$ cat src/wer_pkg.sv
package wer_pkg;

    // ------------------------------------------------------------
    // register byte addresses
    // ------------------------------------------------------------
    localparam logic [7:0] HOST_STS_ADDR = 8'h00;
    localparam logic [7:0] HOST_PU_EN_ADDR = 8'h04;
    localparam logic [7:0] HOST_SMI_EN_ADDR = 8'h08;
    localparam logic [7:0] HOST_IRQ_EN_ADDR = 8'h0c;
    localparam logic [7:0] SIG_VALUE_ADDR = 8'h10;
    localparam logic [7:0] CORE_STS_ADDR = 8'h14;
    localparam logic [7:0] CORE_EN_ADDR = 8'h18;
    localparam logic [7:0] CTRL1_ADDR = 8'h1c;
    localparam logic [7:0] CTRL2_ADDR = 8'h20;
    localparam logic [7:0] CTRL3_ADDR = 8'h24;
    localparam logic [7:0] IEN2_ADDR = 8'h28;
    localparam logic [7:0] CFG_LOW_ADDR = 8'h2c;
    localparam logic [7:0] CFG_HIGH_ADDR = 8'h30;
    localparam logic [7:0] PB_DOUT_ADDR = 8'h34;
    localparam logic [7:0] PB_ALT_ADDR = 8'h38;

    // ------------------------------------------------------------
    // field positions
    // ------------------------------------------------------------
    localparam int CTRL1_HOST_RESET_BIT = 0;
    localparam int CTRL1_CFG_VALID_BIT = 1;
    localparam int CTRL1_CFG_LOCK_BIT = 2;
    localparam int CTRL1_SMI_TO_IRQ_BIT = 3;
    localparam int CTRL3_RESET_ON_ACCESS_BIT = 0;
    localparam int CTRL3_ALARM_REQ_BIT = 5;
    localparam int IEN2_ALARM_BIT = 5;
    localparam int PB_GATE_BIT = 5;
    localparam int CFG_LOW_MSB = 7;

    // ------------------------------------------------------------
    // widths and reset values
    // ------------------------------------------------------------
    localparam int EVT_W = 8;
    localparam int STATE_W = 5;
    localparam logic [7:0] ZERO_BYTE = 8'h00;
    localparam logic [7:0] PB_DOUT_RESET = 8'h20;
    localparam logic [7:0] PB_ALT_MASK = 8'hdf;
    localparam logic [31:0] ZERO_WORD = 32'h0000_0000;

    // ------------------------------------------------------------
    // apb answer phase
    // ------------------------------------------------------------
    typedef enum logic [1:0] {
        WER_IDLE = 2'b01,
        WER_ANSWER = 2'b10
    } wer_apb_e;

endpackage

$ cat src/wer_top.sv
`timescale 1ns/100ps

// Behaviour
// rtc alarm sets core alarm request bit
// alarm request interrupts core only when enabled
// firmware clears request before rtc alarm flag
// four outputs: irq, power-up, smi, core wake
// host outputs from host status, core from core
// three host enables: power-up, smi, irq
// host outputs hold until status or enable clears
// smi is or of pm channels and events
// power-up combines events and device irq wake
// smi on own pin, optionally onto irq
// core enable gates separate core status bits
// core wake level high, or of three sources
// firmware order: clear valid, low, high, lock
// config base held in two byte registers
// config base reset only by power-up reset
// valid flag gates host configuration requests
// lock blocks writes to config base bytes
// keyboard fast reset output active low
// software bit drives and releases fast reset
// power-up reset plus access asserts host reset
// gate pin from data-out bit, alt reads zero
// gate pin drives high from reset
// status clears on write one, not zero
// output asserts for status and enable, any order
// outputs registered, glitch free
module wer_top
    import wer_pkg::*;
(
    input wire logic clk,
    input wire logic rst,
    input wire logic por_rst,
    input wire logic psel,
    input wire logic penable,
    input wire logic pwrite,
    input wire logic [7:0] paddr,
    input wire logic [31:0] pwdata,
    output logic [31:0] prdata,
    output logic pready,
    output logic pslverr,
    input wire logic [EVT_W-1:0] event_detect,
    input wire logic rtc_alarm_set,
    input wire logic [STATE_W-1:0] state_change_req,
    input wire logic [1:0] pm_smi_req,
    input wire logic ldev_wake_req,
    input wire logic lpc_frame_start,
    output logic power_up_request_out_n,
    output logic smi_out_n,
    output logic host_irq_out,
    output logic core_wake_interrupt,
    output logic kbd_fast_reset_out_n,
    output logic cfg_req_enable,
    output logic port_b_pin_five
);

    // ------------------------------------------------------------
    // state
    // ------------------------------------------------------------
    logic [EVT_W-1:0] host_event_status_reg;
    logic [EVT_W-1:0] host_powerup_route_enable_reg;
    logic [EVT_W-1:0] host_smi_route_enable_reg;
    logic [EVT_W-1:0] host_irq_route_enable_reg;
    logic [EVT_W-1:0] core_event_status_reg;
    logic [EVT_W-1:0] core_event_route_enable_reg;
    logic [STATE_W-1:0] ctrl2_status_reg;
    logic [7:0] ien2_reg;
    logic host_reset_sw_control_reg;
    logic config_base_valid_reg;
    logic config_base_lock_reg;
    logic smi_to_irq_reg;
    logic alarm_req_reg;
    logic reset_on_access_enable_reg;
    logic hw_host_reset_reg;
    logic [7:0] config_base_low_reg;
    logic [7:0] config_base_high_reg;
    logic [7:0] port_b_data_out_reg;
    logic [7:0] port_b_alt_func_reg;
    logic lpc_sync1_reg;
    logic lpc_sync2_reg;
    wer_apb_e apb_state_reg;
    logic [31:0] prdata_reg;
    logic pslverr_reg;

    // ------------------------------------------------------------
    // apb decode
    // ------------------------------------------------------------
    function automatic logic hit(input logic [7:0] a, input logic [7:0] r);
        hit = (a == r);
    endfunction

    wire setup_cyc = psel && !penable && (apb_state_reg == WER_IDLE);
    wire wr_en = psel && penable && pwrite && (apb_state_reg == WER_ANSWER) && !pslverr_reg;
    wire [7:0] wb = pwdata[7:0];
    wire wr_hsts = wr_en && hit(paddr, HOST_STS_ADDR);
    wire wr_hpu = wr_en && hit(paddr, HOST_PU_EN_ADDR);
    wire wr_hsmi = wr_en && hit(paddr, HOST_SMI_EN_ADDR);
    wire wr_hirq = wr_en && hit(paddr, HOST_IRQ_EN_ADDR);
    wire wr_csts = wr_en && hit(paddr, CORE_STS_ADDR);
    wire wr_cen = wr_en && hit(paddr, CORE_EN_ADDR);
    wire wr_ctl1 = wr_en && hit(paddr, CTRL1_ADDR);
    wire wr_ctl2 = wr_en && hit(paddr, CTRL2_ADDR);
    wire wr_ctl3 = wr_en && hit(paddr, CTRL3_ADDR);
    wire wr_ien2 = wr_en && hit(paddr, IEN2_ADDR);
    wire wr_cfg_lo = wr_en && hit(paddr, CFG_LOW_ADDR);
    wire wr_cfg_hi = wr_en && hit(paddr, CFG_HIGH_ADDR);
    wire wr_pbd = wr_en && hit(paddr, PB_DOUT_ADDR);
    wire wr_pba = wr_en && hit(paddr, PB_ALT_ADDR);
    wire mapped = hit(paddr, HOST_STS_ADDR) || hit(paddr, HOST_PU_EN_ADDR)
        || hit(paddr, HOST_SMI_EN_ADDR) || hit(paddr, HOST_IRQ_EN_ADDR)
        || hit(paddr, SIG_VALUE_ADDR) || hit(paddr, CORE_STS_ADDR)
        || hit(paddr, CORE_EN_ADDR) || hit(paddr, CTRL1_ADDR)
        || hit(paddr, CTRL2_ADDR) || hit(paddr, CTRL3_ADDR)
        || hit(paddr, IEN2_ADDR) || hit(paddr, CFG_LOW_ADDR)
        || hit(paddr, CFG_HIGH_ADDR) || hit(paddr, PB_DOUT_ADDR)
        || hit(paddr, PB_ALT_ADDR);

    // ------------------------------------------------------------
    // event routing
    // ------------------------------------------------------------
    // host from host status
    // status and enable, any order
    wire pu_evt = |(host_event_status_reg & host_powerup_route_enable_reg);
    wire smi_evt = |(host_event_status_reg & host_smi_route_enable_reg);
    wire irq_evt = |(host_event_status_reg & host_irq_route_enable_reg);
    // merge device irq wake
    wire pu_next = pu_evt || ldev_wake_req;
    // merge pm channel smi
    wire smi_next = smi_evt || pm_smi_req[0] || pm_smi_req[1];
    // smi redirected to irq
    wire irq_next = irq_evt || (smi_next && smi_to_irq_reg);
    // core status gated separately
    // R12 or of three core sources
    // alarm masked by its enable
    wire core_next = |(core_event_status_reg & core_event_route_enable_reg)
        || |(ctrl2_status_reg & ien2_reg[STATE_W-1:0])
        || (alarm_req_reg && ien2_reg[IEN2_ALARM_BIT]);
    // active low, sw or hw source
    wire kbd_next_n = !(host_reset_sw_control_reg || hw_host_reset_reg);

    wire [7:0] ctl1_rd = {4'h0, smi_to_irq_reg, config_base_lock_reg,
        config_base_valid_reg, host_reset_sw_control_reg};
    wire [7:0] ctl3_rd = {2'h0, alarm_req_reg, 4'h0, reset_on_access_enable_reg};
    wire [7:0] sig_rd = {3'h0, !kbd_fast_reset_out_n, core_wake_interrupt,
        host_irq_out, !smi_out_n, !power_up_request_out_n};
    // alt bit always reads zero
    wire [7:0] pba_rd = port_b_alt_func_reg & PB_ALT_MASK;

    logic [7:0] rd_byte;
    always_comb begin
        rd_byte = ZERO_BYTE;
        unique case (1'b1)
            hit(paddr, HOST_STS_ADDR): rd_byte = host_event_status_reg;
            hit(paddr, HOST_PU_EN_ADDR): rd_byte = host_powerup_route_enable_reg;
            hit(paddr, HOST_SMI_EN_ADDR): rd_byte = host_smi_route_enable_reg;
            hit(paddr, HOST_IRQ_EN_ADDR): rd_byte = host_irq_route_enable_reg;
            hit(paddr, SIG_VALUE_ADDR): rd_byte = sig_rd;
            hit(paddr, CORE_STS_ADDR): rd_byte = core_event_status_reg;
            hit(paddr, CORE_EN_ADDR): rd_byte = core_event_route_enable_reg;
            hit(paddr, CTRL1_ADDR): rd_byte = ctl1_rd;
            hit(paddr, CTRL2_ADDR): rd_byte = {3'h0, ctrl2_status_reg};
            hit(paddr, CTRL3_ADDR): rd_byte = ctl3_rd;
            hit(paddr, IEN2_ADDR): rd_byte = ien2_reg;
            hit(paddr, CFG_LOW_ADDR): rd_byte = config_base_low_reg;
            hit(paddr, CFG_HIGH_ADDR): rd_byte = config_base_high_reg;
            hit(paddr, PB_DOUT_ADDR): rd_byte = port_b_data_out_reg;
            hit(paddr, PB_ALT_ADDR): rd_byte = pba_rd;
            default: rd_byte = ZERO_BYTE;
        endcase
    end

    // ------------------------------------------------------------
    // apb slave: one wait-free access phase, data captured at setup
    // ------------------------------------------------------------
    always_ff @(posedge clk) begin
        if (rst || por_rst) begin
            apb_state_reg <= WER_IDLE;
            prdata_reg <= ZERO_WORD;
            pslverr_reg <= 1'b0;
        end else if (setup_cyc) begin
            apb_state_reg <= WER_ANSWER;
            prdata_reg <= {24'h000000, rd_byte};
            pslverr_reg <= !mapped;
        end else begin
            apb_state_reg <= WER_IDLE;
            pslverr_reg <= 1'b0;
        end
    end
    assign pready = (apb_state_reg == WER_ANSWER);
    assign prdata = prdata_reg;
    assign pslverr = pslverr_reg;

    // ------------------------------------------------------------
    // status registers: the set wins over a clear in the same cycle
    // ------------------------------------------------------------
    wire [EVT_W-1:0] hsts_clr = wr_hsts ? wb : ZERO_BYTE;
    wire [EVT_W-1:0] csts_clr = wr_csts ? wb : ZERO_BYTE;
    wire [STATE_W-1:0] cs2_clr = wr_ctl2 ? wb[STATE_W-1:0] : STATE_W'(0);
    always_ff @(posedge clk) begin
        if (rst || por_rst) begin
            host_event_status_reg <= ZERO_BYTE;
            core_event_status_reg <= ZERO_BYTE;
            ctrl2_status_reg <= STATE_W'(0);
            alarm_req_reg <= 1'b0;
        end else begin
            // write one clears
            host_event_status_reg <= (host_event_status_reg & ~hsts_clr) | event_detect;
            core_event_status_reg <= (core_event_status_reg & ~csts_clr) | event_detect;
            ctrl2_status_reg <= (ctrl2_status_reg & ~cs2_clr) | state_change_req;
            // alarm sets core request
            // set wins so no alarm lost
            alarm_req_reg <= rtc_alarm_set
                || (alarm_req_reg && !(wr_ctl3 && wb[CTRL3_ALARM_REQ_BIT]));
        end
    end

    // ------------------------------------------------------------
    // enables and control bits
    // ------------------------------------------------------------
    // three host routing enables
    always_ff @(posedge clk) begin
        if (rst || por_rst) begin
            host_powerup_route_enable_reg <= ZERO_BYTE;
            host_smi_route_enable_reg <= ZERO_BYTE;
            host_irq_route_enable_reg <= ZERO_BYTE;
            core_event_route_enable_reg <= ZERO_BYTE;
            ien2_reg <= ZERO_BYTE;
        end else begin
            if (wr_hpu) host_powerup_route_enable_reg <= wb;
            if (wr_hsmi) host_smi_route_enable_reg <= wb;
            if (wr_hirq) host_irq_route_enable_reg <= wb;
            if (wr_cen) core_event_route_enable_reg <= wb;
            if (wr_ien2) ien2_reg <= wb;
        end
    end

    always_ff @(posedge clk) begin
        if (rst || por_rst) begin
            host_reset_sw_control_reg <= 1'b0;
            smi_to_irq_reg <= 1'b0;
            config_base_lock_reg <= 1'b0;
        end else if (wr_ctl1) begin
            // write one drives, zero releases
            host_reset_sw_control_reg <= wb[CTRL1_HOST_RESET_BIT];
            smi_to_irq_reg <= wb[CTRL1_SMI_TO_IRQ_BIT];
            config_base_lock_reg <= wb[CTRL1_CFG_LOCK_BIT];
        end
    end

    // the enable must survive the power-up reset it acts during
    always_ff @(posedge clk) begin
        if (rst) begin
            reset_on_access_enable_reg <= 1'b0;
        end else if (wr_ctl3) begin
            reset_on_access_enable_reg <= wb[CTRL3_RESET_ON_ACCESS_BIT];
        end
    end

    // ------------------------------------------------------------
    // configuration base address
    // ------------------------------------------------------------
    // firmware sequence: valid set once high byte lands
    // lock blocks base writes
    wire cfg_lo_we = wr_cfg_lo && !config_base_lock_reg;
    wire cfg_hi_we = wr_cfg_hi && !config_base_lock_reg;
    // only the power-up reset clears the base
    always_ff @(posedge clk) begin
        if (por_rst) begin
            config_base_low_reg <= ZERO_BYTE;
            config_base_high_reg <= ZERO_BYTE;
            config_base_valid_reg <= 1'b0;
        end else begin
            // two byte registers
            if (cfg_lo_we) config_base_low_reg <= wb;
            if (cfg_hi_we) config_base_high_reg <= wb;
            // valid while a base is held, write one clears
            if (cfg_hi_we) begin
                config_base_valid_reg <= 1'b1;
            end else if (wr_ctl1 && wb[CTRL1_CFG_VALID_BIT]) begin
                config_base_valid_reg <= 1'b0;
            end
        end
    end

    // ------------------------------------------------------------
    // lpc access during power-up reset
    // ------------------------------------------------------------
    always_ff @(posedge clk) begin
        if (rst) begin
            lpc_sync1_reg <= 1'b0;
            lpc_sync2_reg <= 1'b0;
            hw_host_reset_reg <= 1'b0;
        end else begin
            lpc_sync1_reg <= lpc_frame_start;
            lpc_sync2_reg <= lpc_sync1_reg;
            // access seen during power-up reset
            if (!por_rst) begin
                hw_host_reset_reg <= 1'b0;
            end else if (reset_on_access_enable_reg && lpc_sync2_reg) begin
                hw_host_reset_reg <= 1'b1;
            end
        end
    end

    // ------------------------------------------------------------
    // gpio port b gate pin
    // ------------------------------------------------------------
    always_ff @(posedge clk) begin
        if (rst || por_rst) begin
            // gate pin high from reset
            port_b_data_out_reg <= PB_DOUT_RESET;
            port_b_alt_func_reg <= ZERO_BYTE;
        end else begin
            if (wr_pbd) port_b_data_out_reg <= wb;
            // alt bit ignores writes
            if (wr_pba) port_b_alt_func_reg <= wb & PB_ALT_MASK;
        end
    end

    // ------------------------------------------------------------
    // registered outputs
    // ------------------------------------------------------------
    // outputs from flops only
    // four output kinds
    // level held while status and enable stand
    always_ff @(posedge clk) begin
        if (rst || por_rst) begin
            power_up_request_out_n <= 1'b1;
            smi_out_n <= 1'b1;
            host_irq_out <= 1'b0;
            core_wake_interrupt <= 1'b0;
            cfg_req_enable <= 1'b0;
            port_b_pin_five <= 1'b1;
        end else begin
            power_up_request_out_n <= !pu_next;
            smi_out_n <= !smi_next;
            host_irq_out <= irq_next;
            core_wake_interrupt <= core_next;
            cfg_req_enable <= config_base_valid_reg;
            port_b_pin_five <= port_b_data_out_reg[PB_GATE_BIT];
        end
    end

    // fast reset is kept out of the power-up reset so it can act during it
    always_ff @(posedge clk) begin
        if (rst) begin
            kbd_fast_reset_out_n <= 1'b1;
        end else begin
            kbd_fast_reset_out_n <= kbd_next_n;
        end
    end

    // ------------------------------------------------------------
    // assertions
    // ------------------------------------------------------------
    // alarm to request
    alarm_sets_req_a: assert property (@(posedge clk) disable iff (rst || por_rst)
        rtc_alarm_set |=> alarm_req_reg) else $error("alarm did not set request");

    // enabled alarm gives core wake
    alarm_mask_a: assert property (@(posedge clk) disable iff (rst || por_rst)
        (alarm_req_reg && ien2_reg[IEN2_ALARM_BIT]) |=> core_wake_interrupt)
        else $error("enabled alarm did not wake core");

    // status and enable drive power-up request
    pu_route_a: assert property (@(posedge clk) disable iff (rst || por_rst)
        (|(host_event_status_reg & host_powerup_route_enable_reg))
        |=> !power_up_request_out_n) else $error("power-up request missing");

    // pm channel smi
    smi_merge_a: assert property (@(posedge clk) disable iff (rst || por_rst)
        (|pm_smi_req) |=> !smi_out_n) else $error("pm smi not forwarded");

    // output stays while cause stands
    irq_hold_a: assert property (@(posedge clk) disable iff (rst || por_rst)
        (host_irq_out && $stable(host_event_status_reg) && $stable(host_irq_route_enable_reg)
        && !smi_to_irq_reg) |=> host_irq_out) else $error("irq dropped early");

    // write zero keeps status
    w1c_zero_a: assert property (@(posedge clk) disable iff (rst || por_rst)
        (wr_hsts && wb == ZERO_BYTE) |=> (host_event_status_reg
        == ($past(host_event_status_reg) | $past(event_detect))))
        else $error("zero write changed status");

    // locked base unchanged
    cfg_lock_a: assert property (@(posedge clk) disable iff (por_rst)
        (config_base_lock_reg && (wr_cfg_lo || wr_cfg_hi)) |=> $stable(config_base_low_reg)
        && $stable(config_base_high_reg)) else $error("locked base changed");

    // software reset reaches pin in two edges
    sw_reset_a: assert property (@(posedge clk) disable iff (rst || por_rst)
        (wr_ctl1 && wb[CTRL1_HOST_RESET_BIT]) |=> ##1 !kbd_fast_reset_out_n)
        else $error("fast reset not asserted");

    // alt bit stays zero
    alt_zero_a: assert property (@(posedge clk) disable iff (rst || por_rst)
        wr_pba |=> !port_b_alt_func_reg[PB_GATE_BIT]) else $error("alt bit set");

endmodule

$ cat config.mk
export PLATFORM = sky130hd
export DESIGN_NAME = wer_top
export DESIGN_NICKNAME = d
export VERILOG_FILES = /design/src/wer_pkg.sv /design/src/wer_top.sv
export SDC_FILE = /design/constraint.sdc
export NUM_CORES = 1
export LEC_CHECK = 0
export BUFFER_PORTS_ARGS = -buffer_cell sky130_fd_sc_hd__buf_4
export CORE_UTILIZATION = 56
export CTS_BUF_LIST = sky130_fd_sc_hd__clkbuf_16
export CTS_CLUSTER_SIZE = 40
export DETAILED_ROUTE_END_ITERATION = 12
export GPL_TIMING_DRIVEN = 0
export PLACE_DENSITY = 0.89
export SLEW_MARGIN = 5
export SYNTH_ARGS = -nofsm -noshare
export SYNTH_HDL_FRONTEND = slang
export SYNTH_SLANG_ARGS = --single-unit
$ cat constraint.sdc
create_clock -name clk -period 2.4 [get_ports clk]
set_clock_uncertainty 0.2 [all_clocks]
set_input_delay 0.36 -clock clk [delete_from_list [all_inputs] [get_ports clk]]
set_output_delay 0.36 -clock clk [all_outputs]
set_load 0.02 [all_outputs]
==> impl_metrics.json, run 1 <==
{
  "tightestPinTransition_ps": 1040,
  "synth_edf_count": 0,
  "setup_slack_ps": 70.4,
  "p_comb_frac": 0.082,
  "multi_input_area_um2": 3010,
  "netSwitchingPower_mw": 1.24,
  "clk_pin_slew_ps": 60,
  "r2r_cells": 6,
  "p_leak_nw": 2.65,
  "cts_tree": "built",
  "max_freq_mhz": 429,
  "power_frac_clock": 0.497,
  "crit_type": "in -> reg",
  "grt_max_degree": 17,
  "post_drt_wl_per_cell_um": 22.2,
  "yosysUniqueCellTypes": 67,
  "r2r_setup_slack_ps": 150,
  "antenna_cells": 0,
  "switching_share": 0.258,
  "worst_ep_required_time_ps": 2490,
  "cts_root_buf": "clkbuf_16",
  "finalCritPeriodShare": 0.971,
  "synthArstFlopShare": 0,
  "seqPwrFrac": 0.422,
  "num_io_pins": 105,
  "grt_pass1_wl_mm": 29.1,
  "r2r-start": "pslverr",
  "vdd_ir_drop_max_mv": 0.569,
  "vias": 5499,
  "pwr_density_cell_nw_per_um2": 678,
  "cts_setup_buffers": 0,
  "start_kind": "input pin",
  "globalRoute.totalOverflow": 0,
  "antenna_found_initial": 0,
  "syn_area_um2": 5710,
  "dp_slack_ps": -437,
  "synthCells": 622,
  "io_buffers": 53,
  "ys_warn_count": 0,
  "syn_to_final_growth_pct": 24.2,
  "hpwlAfterDp_mm": 13.9,
  "clk_path_buf_depth": 2,
  "rsz0062_at_grt": "no",
  "cp-startpoint": "paddr[4]",
  "synth_flop_cell": "dfxtp_1",
  "maxSlewViolCount": 0,
  "drt_iter0_drc": 499,
  "crit_path_end": "config_base_valid_reg",
  "initial_core_util": 0.582,
  "wl_mm": 19.5,
  "layout_min_cycle_time_ps": 2330,
  "grt_pass1_vias": 5102,
  "fillers": 771,
  "postSynthAreaPerCell_um2": 9.18,
  "num-nets-final": 797,
  "p_int_mw": 3.57,
  "drc": 0,
  "hp-class": "in -> reg",
  "die_area_um2": 10600,
  "numCtsBuffers": 17,
  "status": "finished clean",
  "crit_fanout": 9,
  "regArea_um2": 2380,
  "htree_levels": 4,
  "rows": 36,
  "cts_sinks": 119,
  "drv_cap": 0,
  "holdWs_ps": 13.4,
  "synth_seq_cells": 119,
  "viasPerCell": 6.26,
  "clk_latency_ps": 420,
  "gp_congestion": 0.954,
  "r2r_end": "core_event_route_enable_reg[6]",
  "critPathArrivalTime_ps": 2420,
  "final_antenna_net_count": 0,
  "grt_usage": 0.387,
  "die_x_um": 103,
  "drtPass1Iterations": 5,
  "endpoint_kind": "flip-flop",
  "die_y_um": 103,
  "drive_gt1_frac": 0.227,
  "core_um2": 9820,
  "relSlewSlack": 0.306,
  "hold_viol_final": 0,
  "seq_area_frac_synth": 0.417,
  "setup-violations-final": 0
}
-- synth_stat cells, drive strengths merged (5+ instances only) --
cell    count  area share
mux2        8       0.016
and2        6      0.0066
a22oi      25       0.033
o21ai       9      0.0079
a21oi      43       0.038
a221oi      7       0.011
dfxtp     119        0.42
o22ai       5      0.0055
nand3       8      0.0070
nor3       13       0.027
a21boi      6      0.0079
a22o        6      0.0092
clkbuf     18       0.015
mux2i      68        0.12
nand2      70       0.046
o21a        7      0.0092
buf        45       0.055
nor2       89       0.061
-- placed cells by master, fill, tap and decap left out, types with 8 or more instances in the layout --
cell	n
a21oi_1	43
conb_1	24
o21ai_0	8
nor2_1	86
buf_2	14
nand2_1	70
mux2i_1	68
a22oi_1	25
buf_4	79
dfxtp_1	119
mux2_2	8
clkbuf_16	17
clkinvlp_4	8
clkbuf_1	13
nand3_1	8
dlygate4sd3_1	17
-- worst max-delay path, cell delays in order --
cell,delay (ps)
buf_2,240
nor4b_2,890
and4_1,300
clkbuf_1,330
nand2_1,100
a21oi_1,150
nor2_1,50
-- power by group through the flow --
stage | clock [mW] | combinational (mW) | sequential (mW)
floorplan | 0 | 0.217 | 2.06
global placement | 0 | 0.347 | 2.07
detailed placement | 0 | 0.353 | 2.07
CTS | 2.38 | 0.379 | 2.03
global route | 2.49 | 0.411 | 2.03
finish | 2.39 | 0.392 | 2.03
-- through the flow --
step            util  power [mW]  instances  TNS, ps  instance area (µm²)
5_1_grt        0.722        4.93        879        0                 7090
3_5_place_dp   0.648        2.42        831   -12680                 6360
6_report       0.722        4.81        879        0                 7090
2_1_floorplan      -        2.27        645        0                 5800
3_3_place_gp   0.648        2.42        831   -10600                 6360
4_1_cts        0.722        4.79        879        0                 7090
-- worst min path at each step --
stage | start | endpoint | slack [ps] | cells after the start
2_1_floorplan | lpc_sync1_reg | lpc_sync2_reg | 210 | 1
3_3_place_gp | lpc_sync1_reg | lpc_sync2_reg | 220 | 1
3_5_place_dp | lpc_sync1_reg | lpc_sync2_reg | 240 | 1
4_1_cts | lpc_frame_start | lpc_sync1_reg | 10 | 2
5_1_grt | lpc_frame_start | lpc_sync1_reg | 3 | 2
6_report | lpc_frame_start | lpc_sync1_reg | 10 | 2
-- layer usage --
metal / share of wire / track usage / up-vias
met2: 0.45 / 0.612 / 397
li1: - / - / 2417
met3: 0.11 / 0.0603 / 92
met4: 0.059 / 0.237 / 0
met1: 0.38 / 0.497 / 2593
met5: 0 / 0 / -
-- cell families after synthesis --
family | share of synthesized area
AOI/OAI and AO/OA | 0.161
buffers and inverters | 0.0745
DFF | 0.417
muxes | 0.147
other | 0.000656
and+or+nand+nor | 0.200
-- final cells by class --
class / count / area share
inverters: 4 / 0.00212
well taps: 133 / 0.0235
plain buffers: 64 / 0.0578
clock buffers: 17 / 0.0600
flip-flops and latches: 119 / 0.336
repair buffers: 69 / 0.0787
clock inverters: 15 / 0.0185
multi-input cells: 458 / 0.424
-- timing repair --
item,4_1_cts,5_1_grt
endpoints found under the setup margin,5,0
gates resized for setup,2,0
hold endpoints to repair,25,0
hold buffers,16,0
(Power assumes the default switching activity.)
==> inputs of run 2 (changes only) <==
Settings changed: BUFFER_PORTS_ARGS -buffer_cell sky130_fd_sc_hd__buf_4 to not set, CORE_UTILIZATION 56 to 60, DONT_BUFFER_PORTS set to 1, PLACE_DENSITY 0.89 to 0.76.
==> run 2 against run 1 <==
- register-to-register slack got worse by 110 ps
- clock power increased by 9.2%
- combinational power fell by 14%
- final cell count fell by 5.0%
- via count fell by 4.5%
- sequential power about the same
- critical path depth decreased by 1
- count of clock-buffer cells in the layout did not move
- die area fell by 6.5%
- power is 3.4% higher
- critical endpoint is now ctrl2_status_reg[0]
==> impl_metrics.json, run 2 (same netlist as run 1, synthesis figures left out) <==
{
  "viasPerCell": 6.29,
  "globalRoute.totalOverflow": 0,
  "maxSlewViolCount": 0,
  "drv_cap": 0,
  "vias": 5252,
  "r2r_setup_slack_ps": 40,
  "whs_path_depth": 2,
  "clk_latency_ps": 410,
  "finalCritPeriodShare": 0.982,
  "layout_common_cells": "dfxtp_1 (119), nor2_1 (86), nand2_1 (70), mux2i_1 (68), a21oi_1 (43)",
  "hpwlAfterDp_mm": 13.7,
  "switching_share": 0.245,
  "status": "finished clean",
  "start_kind": "flip-flop",
  "syn_to_final_growth_pct": 20.6,
  "met1_length_mm": 7.37,
  "die_y_um": 99.6,
  "grt_usage": 0.405,
  "grt_pass1_vias": 4989,
  "wl_mm": 19.3,
  "die_area_um2": 9920,
  "relSlewSlack": 0.235,
  "drive_gt1_frac": 0.171,
  "grt_pass1_wl_mm": 29.2,
  "final_antenna_net_count": 0,
  "power_frac_clock": 0.524,
  "cts_root_buf": "clkbuf_16",
  "drtPass1Iterations": 6,
  "hold_start": "pwdata[3]",
  "max_freq_mhz": 424,
  "rows": 35,
  "layout_min_cycle_time_ps": 2360,
  "r2r_cells": 6,
  "p_leak_nw": 2.50,
  "wl_met3_mm": 2.25,
  "clk_path_buf_depth": 2,
  "hp-class": "in -> reg",
  "num-nets-final": 757,
  "seqPwrFrac": 0.408,
  "die_x_um": 99.6,
  "endpoint_kind": "flip-flop",
  "cts_tree": "built",
  "vdd_ir_drop_max_mv": 0.499,
  "r2r_end": "ctrl2_status_reg[0]",
  "fillers": 672,
  "whs_endpoint": "ctrl2_status_reg[3]",
  "worst_ep_required_time_ps": 2500,
  "p_comb_frac": 0.068,
  "crit_fanout": 10,
  "hold_viol_final": 0,
  "core_um2": 9240,
  "top_layer_used": "met4",
  "cts_sinks": 119,
  "critPathArrivalTime_ps": 2460,
  "antenna_cells": 0,
  "initial_core_util": 0.618,
  "io_buffers": 0,
  "tightestPinTransition_ps": 1140,
  "r2r-start": "pslverr",
  "layout_commonest_cell": "dfxtp_1",
  "postLayoutCoreUtil": 0.746,
  "wl_met2_mm": 8.75,
  "p_int_mw": 3.76,
  "clk_pin_slew_ps": 60,
  "crit_type": "reg -> reg",
  "grt_max_degree": 17,
  "drc": 0,
  "num_io_pins": 105,
  "setup-violations-final": 0,
  "holdWs_ps": 14.1,
  "netSwitchingPower_mw": 1.22,
  "gp_congestion": 0.934,
  "drt_iter0_drc": 577,
  "htree_levels": 4,
  "numCtsBuffers": 17,
  "rsz0062_at_grt": "no",
  "antenna_found_initial": 0,
  "post_drt_wl_per_cell_um": 23.1,
  "pwr_density_cell_nw_per_um2": 722
}
[run 2: cell count changes in the layout (fill, tap and decap cells not counted), sizes merged]
| cell | change |
|---|---|
| dlygate4sd3 | +8 |
| bufinv | +2 |
| buf | -48 |
| clkinvlp | -6 |
| inv | +2 |
| clkinv | +2 |
[run 2: area by class of cell]
| class | instances | area [µm²] | area share |
|---|---|---|---|
| repair buffers | 30 | 323 | 0.0469 |
| flip-flops and latches | 119 | 2380 | 0.346 |
| well taps | 129 | 161 | 0.0234 |
| inverters | 4 | 15.0 | 0.00218 |
| plain buffers | 63 | 409 | 0.0594 |
| clock buffers | 17 | 425 | 0.0618 |
| clock inverters | 15 | 175 | 0.0254 |
| multi-input cells | 458 | 3000 | 0.435 |
[run 2: worst max path at each step]
stage | startpoint | end | slack, ps | cells past startpoint
3_5_place_dp | paddr[4] | ctrl2_status_reg[4] | -270 | 6
6_report | pslverr | ctrl2_status_reg[0] | 40 | 6
2_1_floorplan | paddr[0] | config_base_high_reg[6] | 220 | 7
3_3_place_gp | paddr[4] | config_base_valid_reg | -270 | 7
4_1_cts | pslverr | port_b_data_out_reg[5] | 10 | 6
5_1_grt | pslverr | host_smi_route_enable_reg[4] | 0.7 | 6
[run 2: power groups by stage]
stage / Sequential [mW] / Combinational, mW / Clock [mW]
finish: 2.03 / 0.337 / 2.61
global route: 2.03 / 0.353 / 2.71
CTS: 2.03 / 0.324 / 2.61
detailed placement: 2.07 / 0.286 / 0
global placement: 2.07 / 0.283 / 0
floorplan: 2.06 / 0.217 / 0
[run 2: layer usage]
layer	vias to the layer above	track usage
li1	2339	-
met1	2455	0.515
met4	0	0.208
met3	83	0.103
met2	375	0.638
met5	-	0
[run 2: metrics by stage]
| step | power [mW] | setup WS, ps | instance area [µm²] | instances | TNS, ps |
|---|---|---|---|---|---|
| final | 4.98 | 42.6 | 6890 | 835 | 0 |
| after global routing | 5.09 | 0.719 | 6890 | 835 | 0 |
| after CTS | 4.96 | 10.6 | 6810 | 830 | 0 |
| after detailed placement | 2.36 | -267 | 5960 | 774 | -5690 |
| after global placement | 2.35 | -267 | 5960 | 774 | -4410 |
| after floorplan | 2.27 | 220 | 5800 | 645 | 0 |
[run 2: worst max-delay path: stages (launching register included)]
cell and delay [ps]:
dfxtp_1 370, and4b_2 360, nand2_1 120, clkbuf_4 270, nor3_2 510, a21boi_0 200, o21a_1 210
[run 2: what timing repair did]
| item | CTS | global route |
|---|---|---|
| endpoints found under the setup margin | 11 | 51 |
| resized for setup | 1 | 2 |
| hold buffers | 24 | 0 |
| setup buffers | 0 | 6 |
| hold endpoints to repair | 37 | 0 |
| pin swaps | 1 | 6 |
